**config.mk**
```make
export PLATFORM = sky130hd
export DESIGN_NAME = phy_basic_control_register
export DESIGN_NICKNAME = d
export VERILOG_FILES = /design/src/phy_ctrl_pkg.sv /design/src/phy_basic_control_register.sv /design/src/soft_reset_sequencer.sv
export SDC_FILE = /design/constraint.sdc
export NUM_CORES = 1
export LEC_CHECK = 0
export ABC_CLOCK_PERIOD_IN_PS = 3100
export BUFFER_PORTS_ARGS = -buffer_cell sky130_fd_sc_hd__buf_2
export CORE_AREA = 2 2 67 69
export DETAILED_ROUTE_END_ITERATION = 10
export DIE_AREA = 0 0 69 71
export HOLD_SLACK_MARGIN = 0.12
export PLACE_DENSITY = 0.79
export SYNTH_ARGS = -nofsm -noshare
export SYNTH_HDL_FRONTEND = slang
export SYNTH_SLANG_ARGS = --single-unit
```
**constraint.sdc**
```tcl
create_clock -name clk_sys -period 3.1 [get_ports clk_sys]
set_clock_uncertainty 0.15 [all_clocks]
set_input_delay 0.62 -clock clk_sys [delete_from_list [all_inputs] [get_ports clk_sys]]
set_output_delay 0.62 -clock clk_sys [all_outputs]
set_load 0.01 [all_outputs]
```
**src/phy_ctrl_pkg.sv**
```systemverilog
// Constants for the PHY basic control register block.
// Assumes a 25 MHz system clock and a 16-bit management register port.
`default_nettype none
package phy_ctrl_pkg;
    localparam logic [4:0] CTRL_ADDR = 5'h00;
    localparam logic [15:0] CTRL_RESET = 16'h1000;
    localparam int BIT_SOFT_RESET = 15;
    localparam int BIT_LOOPBACK = 14;
    localparam int BIT_SPEED_LSB = 13;
    localparam int BIT_NEG_ENABLE = 12;
    localparam int BIT_POWER_DOWN = 11;
    localparam int BIT_ISOLATE = 10;
    localparam int BIT_NEG_RESTART = 9;
    localparam int BIT_DUPLEX = 8;
    localparam int BIT_COL_TEST = 7;
    localparam int BIT_SPEED_MSB = 6;
    localparam logic [1:0] SPEED_10 = 2'h0;
    localparam logic [1:0] SPEED_100 = 2'h1;
    localparam int CLK_HZ = 25000000;
    localparam int CORE_RESET_NS = 400;
    localparam int CORE_RESET_CYC = (CORE_RESET_NS * (CLK_HZ / 1000000) + 999) / 1000;
    localparam logic [7:0] RESET_CYCLES = 8'(CORE_RESET_CYC);
    typedef enum logic [1:0] {ST_IDLE, ST_RESET, ST_DONE} rst_state_t;
endpackage : phy_ctrl_pkg
`default_nettype wire

```
**src/phy_basic_control_register.sv**
```systemverilog
// Basic control register, bits 15 to 6, of a 10/100 PHY management space.
// Assumes a decoded management frame engine gives one-cycle write and read strobes.
// Summary of operation
// - Bit 15 resets PHY, self-clears when done
// - Bit 14 loopback enable, resets zero
// - Bit 13 speed low bit; 01 100M
// - Speed high bit at bit 6
// - Bit 12 negotiation enable, strap default one
// - Bit 11 power-down, default from strap
// - Strapped power-down holds until software clears
// - Bit 10 isolates MAC interface outputs
// - Bit 9 restarts negotiation, self-clears
// - Address 0x0000, reset 0x1000 plus straps
`timescale 1ns/100ps
`default_nettype none
module phy_basic_control_register (
    input wire logic clk_sys,
    input wire logic rst,
    input wire logic [4:0] regAddr,
    input wire logic regWrite,
    input wire logic regRead,
    input wire logic [15:0] regWdata,
    input wire logic strapNegEnable,
    input wire logic strapPowerDown,
    input wire logic [1:0] strapSpeed,
    input wire logic negRestartDone,
    output logic [15:0] regRdata,
    output logic regRvalid,
    output logic coreReset,
    output logic loopbackEnable,
    output logic [1:0] linkSpeed,
    output logic speedReserved,
    output logic negotiationEnable,
    output logic softPowerDown,
    output logic macIsolate,
    output logic negotiationRestart,
    output logic fullDuplexSelect,
    output logic collisionTest
);
    import phy_ctrl_pkg::*;

    typedef struct packed {
        // Strap pins {negotiation, power-down, speed msb, speed lsb}
        logic [3:0] strapSync1;
        logic [3:0] strapSync2;
        logic [3:0] strapSync3;
        logic strapLoad;
        logic softResetRequest;
        logic loopback;
        logic [1:0] speed;
        logic negEnable;
        logic powerDown;
        logic isolate;
        logic negRestart;
        logic duplex;
        logic colTest;
        logic [15:0] rdata;
        logic rvalid;
    } regs_t;

    regs_t cur_ff;
    regs_t nxt_cur;
    logic seqDone;
    logic seqHold;
    logic [15:0] image;
    logic hit;
    logic softStart;

    // Only address zero is decoded here; other registers live elsewhere
    assign hit = (regAddr == CTRL_ADDR);
    assign softStart = regWrite && hit && regWdata[BIT_SOFT_RESET];

    // A second start is refused while a soft reset is still under way
    soft_reset_sequencer u_seq (
        .clk_sys(clk_sys),
        .rst(rst),
        .start(softStart && !cur_ff.softResetRequest),
        .coreReset(seqHold),
        .done(seqDone)
    );

    // Bits 5 to 0 are not held here and read as zero
    always_comb begin
        image = 16'h0000;
        image[BIT_SOFT_RESET] = cur_ff.softResetRequest;
        image[BIT_LOOPBACK] = cur_ff.loopback;
        image[BIT_SPEED_LSB] = cur_ff.speed[0];
        image[BIT_NEG_ENABLE] = cur_ff.negEnable;
        image[BIT_POWER_DOWN] = cur_ff.powerDown;
        image[BIT_ISOLATE] = cur_ff.isolate;
        image[BIT_NEG_RESTART] = cur_ff.negRestart;
        image[BIT_DUPLEX] = cur_ff.duplex;
        image[BIT_COL_TEST] = cur_ff.colTest;
        image[BIT_SPEED_MSB] = cur_ff.speed[1];
    end

    always_comb begin
        nxt_cur = cur_ff;
        // Straps come from pins: three stages, agreement of last two counts
        nxt_cur.strapSync1 = {strapNegEnable, strapPowerDown, strapSpeed};
        nxt_cur.strapSync2 = cur_ff.strapSync1;
        nxt_cur.strapSync3 = cur_ff.strapSync2;
        nxt_cur.rvalid = 1'b0;
        if (cur_ff.strapLoad && cur_ff.strapSync2 == cur_ff.strapSync3) begin
            // Latched once after each reset release or soft reset, so pin noise in between is ignored
            nxt_cur.strapLoad = 1'b0;
            nxt_cur.negEnable = cur_ff.strapSync3[3];
            nxt_cur.powerDown = cur_ff.strapSync3[2];
            nxt_cur.speed = cur_ff.strapSync3[1:0];
        end else if (regWrite && hit) begin
            nxt_cur.loopback = regWdata[BIT_LOOPBACK];
            nxt_cur.speed = {regWdata[BIT_SPEED_MSB], regWdata[BIT_SPEED_LSB]};
            nxt_cur.negEnable = regWdata[BIT_NEG_ENABLE];
            nxt_cur.powerDown = regWdata[BIT_POWER_DOWN];
            nxt_cur.isolate = regWdata[BIT_ISOLATE];
            nxt_cur.duplex = regWdata[BIT_DUPLEX];
            nxt_cur.colTest = regWdata[BIT_COL_TEST];
            if (regWdata[BIT_NEG_RESTART]) begin
                nxt_cur.negRestart = 1'b1;
            end
            if (regWdata[BIT_SOFT_RESET]) begin
                nxt_cur.softResetRequest = 1'b1;
            end
        end

        // Set wins: a fresh write of one keeps the bit high
        if (negRestartDone && !(regWrite && hit && regWdata[BIT_NEG_RESTART])) begin
            nxt_cur.negRestart = 1'b0;
        end

        if (seqDone) begin
            // Soft reset returns control bits to defaults, straps reapplied
            nxt_cur.softResetRequest = 1'b0;
            nxt_cur.loopback = 1'b0;
            nxt_cur.isolate = 1'b0;
            nxt_cur.negRestart = 1'b0;
            nxt_cur.duplex = 1'b0;
            nxt_cur.colTest = 1'b0;
            nxt_cur.strapLoad = 1'b1;
        end

        // Other addresses answer zero so the frame engine never waits
        if (regRead && hit) begin
            nxt_cur.rdata = image;
            nxt_cur.rvalid = 1'b1;
        end else if (regRead) begin
            nxt_cur.rdata = 16'h0000;
            nxt_cur.rvalid = 1'b1;
        end
    end

    always_ff @(posedge clk_sys) begin
        if (rst) begin
            cur_ff <= '0;
            cur_ff.strapLoad <= 1'b1;
            cur_ff.negEnable <= CTRL_RESET[BIT_NEG_ENABLE];
            // Strap stages keep sampling through reset, so the image is
            // latched from settled pins at the first edge after release
            cur_ff.strapSync1 <= nxt_cur.strapSync1;
            cur_ff.strapSync2 <= cur_ff.strapSync1;
            cur_ff.strapSync3 <= cur_ff.strapSync2;
        end else begin
            cur_ff <= nxt_cur;
        end
    end

    // Controls lag the register by one cycle so every pin leaves a flip-flop
    typedef struct packed {
        logic coreReset;
        logic loopbackEnable;
        logic [1:0] linkSpeed;
        logic speedReserved;
        logic negotiationEnable;
        logic softPowerDown;
        logic macIsolate;
        logic negotiationRestart;
        logic fullDuplexSelect;
        logic collisionTest;
    } outs_t;
    outs_t out_ff;
    outs_t nxt_out;

    always_comb begin
        nxt_out.coreReset = seqHold || cur_ff.softResetRequest;
        nxt_out.loopbackEnable = cur_ff.loopback;
        nxt_out.linkSpeed = cur_ff.speed;
        nxt_out.speedReserved = cur_ff.speed[1];
        nxt_out.negotiationEnable = cur_ff.negEnable;
        // Power-down also held while straps are pending, so core waits for the strap image to latch
        nxt_out.softPowerDown = cur_ff.powerDown || cur_ff.strapLoad;
        nxt_out.macIsolate = cur_ff.isolate;
        nxt_out.negotiationRestart = cur_ff.negRestart;
        nxt_out.fullDuplexSelect = cur_ff.duplex;
        nxt_out.collisionTest = cur_ff.colTest;
    end

    always_ff @(posedge clk_sys) begin
        if (rst) begin
            out_ff <= '0;
            out_ff.coreReset <= 1'b1;
            out_ff.softPowerDown <= 1'b1;
        end else begin
            out_ff <= nxt_out;
        end
    end

    assign regRdata = cur_ff.rdata;
    assign regRvalid = cur_ff.rvalid;
    assign coreReset = out_ff.coreReset;
    assign loopbackEnable = out_ff.loopbackEnable;
    assign linkSpeed = out_ff.linkSpeed;
    assign speedReserved = out_ff.speedReserved;
    assign negotiationEnable = out_ff.negotiationEnable;
    assign softPowerDown = out_ff.softPowerDown;
    assign macIsolate = out_ff.macIsolate;
    assign negotiationRestart = out_ff.negotiationRestart;
    assign fullDuplexSelect = out_ff.fullDuplexSelect;
    assign collisionTest = out_ff.collisionTest;
endmodule : phy_basic_control_register
`default_nettype wire

```
**src/soft_reset_sequencer.sv**
```systemverilog
// Soft reset sequencer: holds the core in reset for a fixed count.
// Assumes start is a one-cycle pulse on clk_sys.
`timescale 1ns/100ps
`default_nettype none
module soft_reset_sequencer (
    input wire logic clk_sys,
    input wire logic rst,
    input wire logic start,
    output logic coreReset,
    output logic done
);
    import phy_ctrl_pkg::*;
    typedef struct packed {
        rst_state_t state;
        logic [7:0] count;
        logic hold;
        logic done;
    } seq_t;
    seq_t cur_ff;
    seq_t nxt_cur;

    always_comb begin
        nxt_cur = cur_ff;
        nxt_cur.done = 1'b0;
        case (cur_ff.state)
            ST_IDLE: begin
                if (start) begin
                    nxt_cur.state = ST_RESET;
                    nxt_cur.count = RESET_CYCLES;
                    nxt_cur.hold = 1'b1;
                end
            end
            ST_RESET: begin
                if (cur_ff.count <= 8'h01) begin
                    nxt_cur.state = ST_DONE;
                    nxt_cur.hold = 1'b0;
                end else begin
                    nxt_cur.count = cur_ff.count - 8'h01;
                end
            end
            default: begin
                nxt_cur.state = ST_IDLE;
                nxt_cur.done = 1'b1;
            end
        endcase
    end

    always_ff @(posedge clk_sys) begin
        if (rst) begin
            cur_ff <= '{state: ST_IDLE, count: 8'h00, hold: 1'b0, done: 1'b0};
        end else begin
            cur_ff <= nxt_cur;
        end
    end

    assign coreReset = cur_ff.hold;
    assign done = cur_ff.done;
endmodule : soft_reset_sequencer
`default_nettype wire

```
Word-level counts from Yosys, hierarchy flattened

Cells that the tools add are included.

Register bits: 57
Logic and storage cells: 74

Add/subtract/negate cells: 1
Magnitude comparators: 1
Eq/ne operators: 5
Mux-type cells: 12
Bitwise logic cells: 1
Reductions and logical operators: 25

Operators by type and width:

| operator              | number |
|---|---|
| $mux W17              | 2 |
| $pmux W9 S2           | 1 |
| $mux W8               | 2 |
| $reduce_and A3 Y1     | 4 |
| $mux W11              | 1 |
| $le A8 B1 Y1 const B  | 1 |
| $sub A8 B1 Y8 const B | 1 |
| $logic_and A1 B1 Y1   | 7 |
| $reduce_bool A2 Y1    | 3 |
| $logic_not A5 Y1      | 1 |
| $eq A4 B4 Y1          | 1 |
| $mux W4               | 1 |
| $ne A2 B1 Y1 const B  | 2 |
| $pmux W2 S2           | 1 |
| $reduce_and A2 Y1     | 2 |
| $reduce_or A2 Y1      | 2 |
| $mux W1               | 3 |
| $reduce_or A3 Y1      | 1 |
| $eq A2 B1 Y1 const B  | 1 |
| $logic_not A1 Y1      | 2 |
| $logic_not A2 Y1      | 1 |
| $logic_or A1 B1 Y1    | 2 |
| $mux W2               | 1 |
| $ne A2 B2 Y1 const B  | 1 |
| $not A1 Y1            | 1 |

Depth between registers and ports, before layout

Gate-level depths: netlist of run 1.

Depth after elaboration: 6
Mapped depth: 6
Mapped depth without buffers: 6

Cells and area by module

Synthesis of run 1 repeated with hierarchy kept, for this count alone.

Cells, all modules: 218
Area, all modules: 2275.9 µm²

Modules (own cells, without submodules):

| module                     | times used | cells an instance | area an instance (µm²) | seq. area each (µm²) |
|---|---|---|---|---|
| phy_basic_control_register | 1          | 155               | 1681.6                 | 880.8 |
| soft_reset_sequencer       | 1          | 63                | 594.3                  | 240.2 |

Least setup slack after synthesis of run 1

Ideal clock, no wire load.

Path type: input to register
Start: input regAddr[1]
End: register u_seq.cur_ff[2] (netlist bit)
Library setup time: 0.117 ns
Arrival time: 1.721 ns
Data required time: 2.833 ns
Slack: 1.111 ns
Stages on the path: 4
Buffers on the path: 0
Cell sequence: nor4_4 > nand4_1 > a21o_1 > a32o_1

Longest elaborated chain between the ends: 6

Ends and longest elaborated chain:

| item                               | line                             | source |
|---|---|---|
| from (decl)                        | phy_basic_control_register.sv:19 | `input wire logic [4:0] regAddr,` |
| $logic_not A5 Y1                   | phy_basic_control_register.sv:70 | `assign hit = (regAddr == CTRL_ADDR);` |
| $logic_and A1 B1 Y1 (2 in a row)   | phy_basic_control_register.sv:71 | `assign softStart = regWrite && hit && regWdata[BIT_SOFT_RESET];` |
| $logic_and A1 B1 Y1                | phy_basic_control_register.sv:77 | `.start(softStart && !cur_ff.softResetRequest),` |
| $ne A2 B1 Y1 (no source line)      | --                               |  |
| $reduce_and A3 Y1 (no source line) | --                               |  |
| to (signal assigned)               | soft_reset_sequencer.sv:50       | `cur_ff <= '{state: ST_IDLE, count: 8'h00, hold: 1'b0, done: 1'b0};` |
| to (signal assigned)               | soft_reset_sequencer.sv:52       | `cur_ff <= nxt_cur;` |
| to (decl)                          | soft_reset_sequencer.sv:19       | `seq_t cur_ff;` |

No other way between the ends.
A chain may end at the register's enable or synchronous reset.

Worst setup path in the final report of run 1

Start: input regAddr[1]
End: register u_seq.cur_ff[4] (netlist bit)

Same word-level chain as after synthesis.

==> impl_metrics.toml, run 1 <==
[pwr]
peakVddDrop_v = 0.000344
power.switching_mw = 0.279
p_leak_nw = 1.02
seqPwrFrac_pct = 60.8
power.density_nw_per_um2 = 503
p_sw_share_pct = 22.7
combPwrFrac_pct = 5.6
internal_power_mw = 0.948
total_power_mw = 1.23
pwr-share-clk_pct = 33.6

[global_routing]
track_usage_pct = 17.0
grt_max_degree = 32
grt_pass1_vias = 1464
antenna_found_initial = 0
grt_overflow = 0
grt_pass1_wl_mm = 6.65

[critical_path]
crit_required_ns = 3.15
worstSetupEndpointType = "flip-flop"
arrival_ns = 2.09
path_class = "primary input to flip-flop"
critPathMaxFanout = 10
startpoint_type = "primary input"

[place]
hpwl_mm = 2.84
dp_cells = 295
routabilityCongestion = 0.838
portBuffers = 45

[synth]
synth_edf_count = 0
syn_avg_cell_area_sq_um = 10.0
ys.flop_type = "dfxtp_1"
ys_warn_count = 0
seq_area_frac_synth_pct = 51.1
synth_cell_type_count = 48
synthArstFlopShare_pct = 0
netlist_area_sq_um = 2200
synth.ff_latch_count = 56
netlist_instances = 219

[routing]
firstDrtPassIters = 4
antenna_left = 0
drt_iter0_markers = 79
routed_wl_mm = 3.90
routed_via_density = 5.31
wl_per_cell_um = 12.9
drc = 0
vias = 1608

[status]
outcome = "finished clean"

[final_layout]
layout.cells.non_filler = 303
n_fill_cell = 382
final_layout_size_suffix_gt1_share_pct = 24.3
area_delta_synth_final_pct = 11.1
diodes = 0
nNetsFinal = 282

[cts]
cts_hold_buf = 0
root_buffer = "clkbuf_8"
clkTransAtPathRegs_ns = 0.09
cts_tree = "done"
clock-sinks = 56
cts_setup_buffers = 0
clk_latency_ns = 0.31
cts_buffer_depth = 2
htree_levels = 2
numCtsBuffers = 5
cts_resized = 0

[sta]
setup-tns-final_ns = 0
final.min_clock_period_ns = 2.03
fmax_mhz = 492
slew_viol_final = 0
setup_viol_count_final = 0
rsz0062_at_grt = "no"
relSlewSlack_pct = 56.3
hold_violations = 0
fin_crit_sh_pct = 65.6
tightestPinTransition_ns = 0.653

[floorplan]
initial_core_util_pct = 52.2
die_y_um = 71
pin_count = 58
fp.dieW_um = 69
coreArea_sq_um = 4200
die-area_sq_um = 4900
rows = 24

[min_path]
hold_path_class = "flip-flop to flip-flop"

[job]
cap_violations = 0
==> logic make-up (layout without fill, tap and decap cells) <==
family / count (synthesis) / after routing / share of synthesized area, %
compound gates: 51 / 51 / 17.1
flops: 56 / 56 / 51.1
simple gates: 68 / 68 / 18.5
fa+ha+maj: 2 / 2 / 1.14
buf+inv: 33 / 60 / 8.60
other cells: 1 / 6 / 0.171
xor+xnor: 4 / 4 / 1.60
mux: 4 / 4 / 1.82
==> Yosys cell counts (2+ instances only) <==
master,count,share of area (%)
ha_1,2,1.1
a21oi_2,2,0.80
dfxtp_1,56,51
a31oi_1,2,0.57
or3_1,3,0.85
nor2b_1,14,4.0
nand2_1,10,1.7
nor4_4,2,1.9
nand2b_1,2,0.57
o21ai_1,2,0.46
clkbuf_1,7,1.2
a21boi_0,2,0.68
inv_1,7,1.2
a22o_1,8,3.2
nor2_1,10,1.7
nor3_1,11,2.5
a32o_1,2,0.91
mux2i_1,4,1.8
nand4_1,3,0.85
o21ai_0,6,1.4
and3_1,4,1.1
nand3_1,3,0.68
a221oi_1,4,1.6
o21a_1,2,0.68
a21oi_1,9,2.1
buf_4,17,5.8
xnor2_1,4,1.6
==> final timing paths <==
kind / to / slack, ns / from / depth (start not counted)
setup / recovery: u_seq.cur_ff[4]$_SDFFE_PP0P_ / 1.07 / regAddr[1] / 5
hold / removal: cur_ff[34]$_DFF_P_ / 0.18 / cur_ff[38]$_DFF_P_ / 0
setup reg to reg: u_seq.cur_ff[5]$_SDFFE_PP0P_ / 1.20 / u_seq.cur_ff[6]$_SDFFE_PP0P_ / 4
hold reg to reg: cur_ff[34]$_DFF_P_ / 0.18 / cur_ff[38]$_DFF_P_ / 0
==> power groups by stage <==
stage	Clock [mW]	Combinational (mW)	Sequential, mW
after floorplan	0	0.0476	0.761
after global placement	0	0.0682	0.762
after detailed placement	0	0.0685	0.763
after CTS	0.429	0.0686	0.746
after global routing	0.457	0.0772	0.749
final	0.413	0.0687	0.746
==> through the flow <==
| stage | worst slack (ns) | cell area, sq um | utilization [%] | hold slack, ns |
|---|---|---|---|---|
| floorplan | 1.11 | 2210 | - | 0.160 |
| global placement | 0.758 | 2340 | 55.7 | 0.160 |
| detailed placement | 0.761 | 2340 | 55.7 | 0.163 |
| CTS | 1.09 | 2440 | 58.0 | 0.186 |
| global route | 0.983 | 2440 | 58.0 | 0.197 |
| finish | 1.07 | 2440 | 58.0 | 0.184 |
==> flip-flops by register name (all words and copies together) (netlist names), 2 cells and up <==
name and cells:
linkSpeed 2, u_seq.cur_ff 10, regRdata 10, cur_ff 23
==> per-layer routing <==
layer,up-vias,share of wire [%],wire length [um],GRT usage [%]
li1,818,-,-,-
met1,734,49,1900,22.6
met2,50,44,1700,27.0
met3,6,5.5,214,4.13
met4,0,2.0,78,6.54
met5,-,0,0,0
==> cell usage in the layout (no fill, tap or decap), types with 6 or more instances in the layout <==
master,Yosys,routed
a21oi_1,9,9
a22o_1,8,8
buf_2,1,45
clkbuf_8,0,6
conb_1,1,6
dfxtp_1,56,56
inv_1,7,7
nand2_1,10,10
nor2_1,10,10
nor2b_1,14,14
nor3_1,11,11
o21ai_0,6,6
==> critical path, cell delays in order <==
cell,delay (ns)
buf_2,0.11
nor4_4,0.50
nand4_1,0.26
a21o_1,0.32
a32o_1,0.28
==> area by class of cell <==
type | instances | area, sq um | share of cell area [%]
clock buffer | 6 | 82.6 | 3.39
clock inverter | 2 | 13.8 | 0.564
inverter | 7 | 26.3 | 1.08
multi-input combinational | 135 | 905 | 37.1
sequential | 56 | 1120 | 46.0
tap | 52 | 65.1 | 2.67
timing repair buffer | 45 | 225 | 9.24
Power figures use the tool's default switching activity.
==> run 2: changes to the inputs <==
--- a/config.mk
+++ b/config.mk
@@ -5,13 +5,13 @@
 export SDC_FILE = /design/constraint.sdc
 export NUM_CORES = 1
 export LEC_CHECK = 0
-export ABC_CLOCK_PERIOD_IN_PS = 3100
+export ABC_CLOCK_PERIOD_IN_PS = 1800
 export BUFFER_PORTS_ARGS = -buffer_cell sky130_fd_sc_hd__buf_2
-export CORE_AREA = 2 2 67 69
+export CORE_AREA = 2 2 73 75
 export DETAILED_ROUTE_END_ITERATION = 10
-export DIE_AREA = 0 0 69 71
+export DIE_AREA = 0 0 75 77
 export HOLD_SLACK_MARGIN = 0.12
-export PLACE_DENSITY = 0.79
+export PLACE_DENSITY = 0.7
 export SYNTH_ARGS = -nofsm -noshare
 export SYNTH_HDL_FRONTEND = slang
 export SYNTH_SLANG_ARGS = --single-unit
==> constraint.sdc (replaced) <==
create_clock -name clk_sys -period 1.8 [get_ports clk_sys]
set_clock_uncertainty 0.15 [all_clocks]
set_input_delay 0.36 -clock clk_sys [delete_from_list [all_inputs] [get_ports clk_sys]]
set_output_delay 0.36 -clock clk_sys [all_outputs]
set_load 0.01 [all_outputs]
==> run 2 against run 1 <==
Largest cell class unchanged; the flow now finishes with violations (setup timing); via count increased by 7.3%; critical path type is now flip-flop to flip-flop; critical endpoint is now u_seq.cur_ff[3]$_SDFFE_PP0P_; global-route usage decreased by 1.5 points; hold slack lost 0.029 ns.
==> impl_metrics.toml, run 2 (same netlist as run 1, synthesis figures left out) <==
[critical_path]
path_class = "flip-flop to flip-flop"
r2r_slack_ns = -0.05
worstSetupEndpointType = "flip-flop"
critPathMaxFanout = 5
startpoint_type = "flip-flop"
crit_required_ns = 1.90
arrival_ns = 1.95

[cts]
root_buffer = "clkbuf_8"
numCtsBuffers = 5
cts_buffer_depth = 2
htree_levels = 2
cts_tree = "done"
clk_latency_ns = 0.31
clock-sinks = 56
clkTransAtPathRegs_ns = 0.09

[place]
hpwl_mm = 3.13
routabilityCongestion = 0.829
dp_slack_ns = -0.0538
portBuffers = 45

[floorplan]
initial_core_util_pct = 44.1
die-area_sq_um = 5780
pin_count = 58
fp.dieW_um = 75
coreArea_sq_um = 4980
rows = 26
die_y_um = 77

[sta]
rsz0062_at_grt = "yes"
fmax_mhz = 540
hold_violations = 0
fin_crit_sh_pct = 103
worst_slack_ns = -0.0503
final.min_clock_period_ns = 1.85
slew_viol_final = 0
setup_viol_count_final = 2

[routing]
antenna_left = 0
firstDrtPassIters = 4
routed_via_density = 5.06
wl_per_cell_um = 12.6
drc = 0
routed_wl_mm = 4.28
drt_iter0_markers = 109
vias = 1726

[global_routing]
grt_pass1_vias = 1577
grt_pass1_wl_mm = 7.00
grt_max_degree = 22
antenna_found_initial = 0
grt_overflow = 0
track_usage_pct = 15.5

[final_layout]
final_layout_size_suffix_gt1_share_pct = 29.9
diodes = 0
largest-register = "cur_ff"
layout_common_cells = "53 x dfxtp_1, 45 x buf_2, 17 x buf_4, 14 x nor2b_1, 11 x nor3_1"
nNetsFinal = 303
area_delta_synth_final_pct = 20.6
layout_commonest_cell = "dfxtp_1"
n_fill_cell = 475
largest_reg_flops = 23

[min_path]
hold_path_class = "primary input to flip-flop"

[pwr]
peakVddDrop_v = 0.000310
power.density_nw_per_um2 = 799
p_leak_nw = 1.12
total_power_mw = 2.12

[status]
outcome = "finished with violations"
violations = "setup timing"

[job]
cap_violations = 0
## run 2: changes by cell type in the layout (fill, tap and decap cells not counted), moves of 3 or more
cell           previous run  this run
dfxtp_2                   0         3
dlygate4sd3_1             0         4
dfxtp_1                  56        53
buf_4                     0        17
## run 2: worst paths after layout
kind | startpoint | endpoint | cells after the start
setup reg to reg | u_seq.cur_ff[6]$_SDFFE_PP0P_ | u_seq.cur_ff[3]$_SDFFE_PP0P_ | 4
hold reg to reg | cur_ff[36]$_DFF_P_ | cur_ff[32]$_DFF_P_ | 0
setup / recovery | u_seq.cur_ff[6]$_SDFFE_PP0P_ | u_seq.cur_ff[3]$_SDFFE_PP0P_ | 4
hold / removal | regWdata[14] | cur_ff[25]$_SDFFE_PP0P_ | 3
## run 2: layout make-up
type / instances / area [sq um] / area share, %
Clock inverter: 1 / 8.76 / 0.331
Sequential cell: 56 / 1120 / 42.5
Inverter: 7 / 26.3 / 0.992
Multi-Input combinational cell: 135 / 926 / 35.0
Clock buffer: 6 / 82.6 / 3.12
Tap cell: 70 / 87.6 / 3.31
Timing Repair Buffer: 66 / 393 / 14.8
## run 2: layer usage
layer / vias to the layer above / routed length, um / share of wire [%] / GRT usage [%]
met1: 794 / 1950 / 45 / 19.9
met5: - / 0 / 0 / 0
met2: 60 / 1970 / 46 / 24.4
met4: 0 / 105 / 2.5 / 6.25
li1: 863 / - / - / -
met3: 9 / 263 / 6.1 / 3.94
## run 2: worst max-delay path, stage by stage (launching register included)
cell and delay [ns]:
dfxtp_2 0.33, or4_4 0.59, or3_4 0.40, a31o_1 0.24, a21oi_2 0.09
## run 2: through the flow
step	instance area, sq um	hold WS [ns]	TNS [ns]	instances	util [%]
after floorplan	2210	0.160	0	224	-
after global placement	2480	0.161	-0.135	328	49.8
after detailed placement	2480	0.163	-0.388	328	49.8
after CTS	2630	0.151	-0.0481	339	52.8
after global routing	2650	0.164	-0.517	341	53.2
final	2650	0.155	-0.0742	341	53.2
## run 2: repair_timing
item | in CTS | in global routing
setup buffers | 0 | 2
pin swaps | 3 | 5
endpoints found under the hold margin | 4 | 0
hold buffers | 4 | 0
endpoints found under the setup margin | 6 | 8
gates resized for setup | 3 | 3
## run 2: power breakdown
| group | internal (mW) | total [mW] | switching [mW] |
|---|---|---|---|
| clock network | 0.308 | 0.694 | 0.386 |
| logic | 0.0656 | 0.139 | 0.0732 |
| registers | 1.27 | 1.28 | 0.0168 |
| total | 1.64 | 2.12 | 0.476 |
==> run 3: changes to the inputs <==
--- a/config.mk
+++ b/config.mk
@@ -5,13 +5,15 @@
 export SDC_FILE = /design/constraint.sdc
 export NUM_CORES = 1
 export LEC_CHECK = 0
+export ABC_AREA = 1
 export ABC_CLOCK_PERIOD_IN_PS = 1800
 export BUFFER_PORTS_ARGS = -buffer_cell sky130_fd_sc_hd__buf_2
+export CAP_MARGIN = 40
 export CORE_AREA = 2 2 73 75
 export DETAILED_ROUTE_END_ITERATION = 10
 export DIE_AREA = 0 0 75 77
 export HOLD_SLACK_MARGIN = 0.12
-export PLACE_DENSITY = 0.7
+export PLACE_DENSITY = 0.71
 export SYNTH_ARGS = -nofsm -noshare
 export SYNTH_HDL_FRONTEND = slang
 export SYNTH_SLANG_ARGS = --single-unit
==> run 3 against run 2 <==
The run now ends clean; die area is the same; routed wire length decreased by 7.0%; hold slack lost 0.016 ns; via count up 0.52%; power up 4.7%; count of clock-buffer cells in the layout did not move; sequential cell count is the same; maximum frequency rose by 7.0%; first-iteration DRC count shrank 46%; largest cell class unchanged.
==> impl_metrics.toml, run 3 <==
[status]
outcome = "finished clean"

[synth]
synth_common_cells = "56 x dfxtp_1, 42 x nor2_1, 36 x nand2_1, 27 x inv_1, 17 x buf_4"
yosys.area.top_type = "dfxtp_1"
synthTopCellsByArea = "dfxtp_1 51%, nor2_1 7.1%, nand2_1 6.1%"
ys.flop_type = "dfxtp_1"
synth_top_cell_area_share_pct = 50.7
ys_warn_count = 0
synth_cell_type_count = 33
synth_edf_count = 0
yosysMostFrequentCell = "dfxtp_1"
netlist_area_sq_um = 2210
syn_avg_cell_area_sq_um = 8.64
synthArstFlopShare_pct = 0
netlist_instances = 256
synth.ff_latch_count = 56
seq_area_frac_synth_pct = 50.7

[critical_path]
path_class = "flip-flop to flip-flop"
arrival_ns = 1.83
critPathMaxFanout = 10
cpPeakStageDelay_ns = 0.39
path_cells = "inv_1 -> ha_1 -> nor2_1 -> nor2_1 -> nand4_1 -> nand2_1 -> nand2_4 -> buf_4 -> nand2_2 -> a21oi_2"
cp_common_cell = "nor2_1"
cp_slowest_cell = "dfxtp_1"
cpLargestDelayFamily = "simple AND/OR/NAND/NOR gates"
crit_required_ns = 1.90
startpoint_type = "flip-flop"
cp_num_buf_inv = 2
worstSetupEndpointType = "flip-flop"

[routing]
drt_iter0_markers = 59
firstDrtPassIters = 4
wl_per_cell_um = 10.6
routed_wl_mm = 3.98
routed_via_density = 4.61
vias = 1735
drc = 0
antenna_left = 0

[sta]
setup-tns-final_ns = 0
rsz0062_at_grt = "yes"
slew_viol_final = 0
relSlewSlack_pct = 63.7
setup_viol_count_final = 0
hold_violations = 0
fin_crit_sh_pct = 96.1
final.min_clock_period_ns = 1.73
fmax_mhz = 578
tightestPinTransition_ns = 0.544

[final_layout]
layout_commonest_cell = "dfxtp_1"
multi_input_area_sq_um = 856
final_util_pct = 52.7
layout_common_cells = "56 x dfxtp_1, 45 x buf_2, 41 x nor2_1, 36 x nand2_1, 27 x inv_1"
nNetsFinal = 337
n_fill_cell = 468
area_delta_synth_final_pct = 18.7
final_layout_size_suffix_gt1_share_pct = 26.1
diodes = 0
largest-register = "cur_ff"
largest_reg_flops = 23
register_area_sq_um = 1120
stdcell_area_sq_um = 2630

[cts]
cts_tree = "done"
numCtsBuffers = 5
htree_levels = 2
cts_buffer_depth = 2
clock-sinks = 56
clkTransAtPathRegs_ns = 0.09
clk_latency_ns = 0.31
root_buffer = "clkbuf_8"
cts_setup_buffers = 0

[place]
placed_area_sq_um = 2460
routabilityCongestion = 0.765
portBuffers = 45
hpwl_mm = 2.99

[global_routing]
antenna_found_initial = 0
track_usage_pct = 15.0
grt_overflow = 0
grt_pass1_wl_mm = 6.67
grt_pass1_vias = 1559
grt_max_degree = 17

[job]
cap_violations = 0

[min_path]
hold_path_class = "primary input to flip-flop"

[floorplan]
die_y_um = 77
pin_count = 58
die-area_sq_um = 5780
rows = 26
coreArea_sq_um = 4980
initial_core_util_pct = 44.4
fp.dieW_um = 75

[pwr]
peakVddDrop_v = 0.000607
power.density_nw_per_um2 = 844
p_leak_nw = 1.24
run 3: kinds of logic (layout without fill, tap and decap cells):
kind of cell | after synthesis | in the layout | synth area share [%]
simple gates | 109 | 109 | 23.8
flops | 56 | 56 | 50.7
buf+inv | 51 | 96 | 12.0
compound gates | 30 | 30 | 9.45
xor+xnor | 7 | 7 | 2.77
fa+ha+maj | 2 | 2 | 1.13
other cells | 1 | 6 | 0.170
run 3: final cells by class:
cell class                      instances  area share [%]
Clock buffer                            6            2.76
Sequential cell                        56            42.7
Inverter                               28            4.00
Tap cell                               70            3.34
Multi-Input combinational cell        154            32.6
Clock inverter                          2            1.33
Timing Repair Buffer                   60            13.3
run 3: repair_timing:
item,CTS,global route
endpoints found under the setup margin,0,6
hold buffers,4,0
resized for setup,0,3
endpoints found under the hold margin,4,0
run 3: metal layers:
layer,track usage [%],vias to the layer above,routed length [um]
li1,-,896,-
met2,25.9,47,1950
met3,4.73,7,248
met5,0,-,0
met4,5.54,0,65
met1,16.9,785,1720
run 3: through the flow:
step	setup slack [ns]	power, mW	hold slack [ns]	std cells
after floorplan	0.228	1.40	0.160	261
after global placement	0.0622	1.44	0.161	364
after detailed placement	0.0308	1.44	0.162	364
after CTS	0.000410	2.25	0.127	376
after global routing	-0.0398	2.31	0.131	376
final	0.0706	2.22	0.140	376
run 3: path summary, 6_finish.rpt:
check	start	endpoint	slack (ns)	cells past startpoint
min	rst	regRvalid$_SDFF_PP0_	0.14	2
min reg2reg	cur_ff[38]$_DFF_P_	cur_ff[34]$_DFF_P_	0.18	0
max reg2reg	u_seq.cur_ff[2]$_SDFFE_PP0P_	u_seq.cur_ff[6]$_SDFFE_PP0P_	0.07	10
max	u_seq.cur_ff[2]$_SDFFE_PP0P_	u_seq.cur_ff[6]$_SDFFE_PP0P_	0.07	10
run 3: power by group:
part	total, mW	internal, mW	switching, mW
clock	0.794	0.413	0.381
combinational	0.143	0.0582	0.0844
sequential	1.28	1.27	0.0117
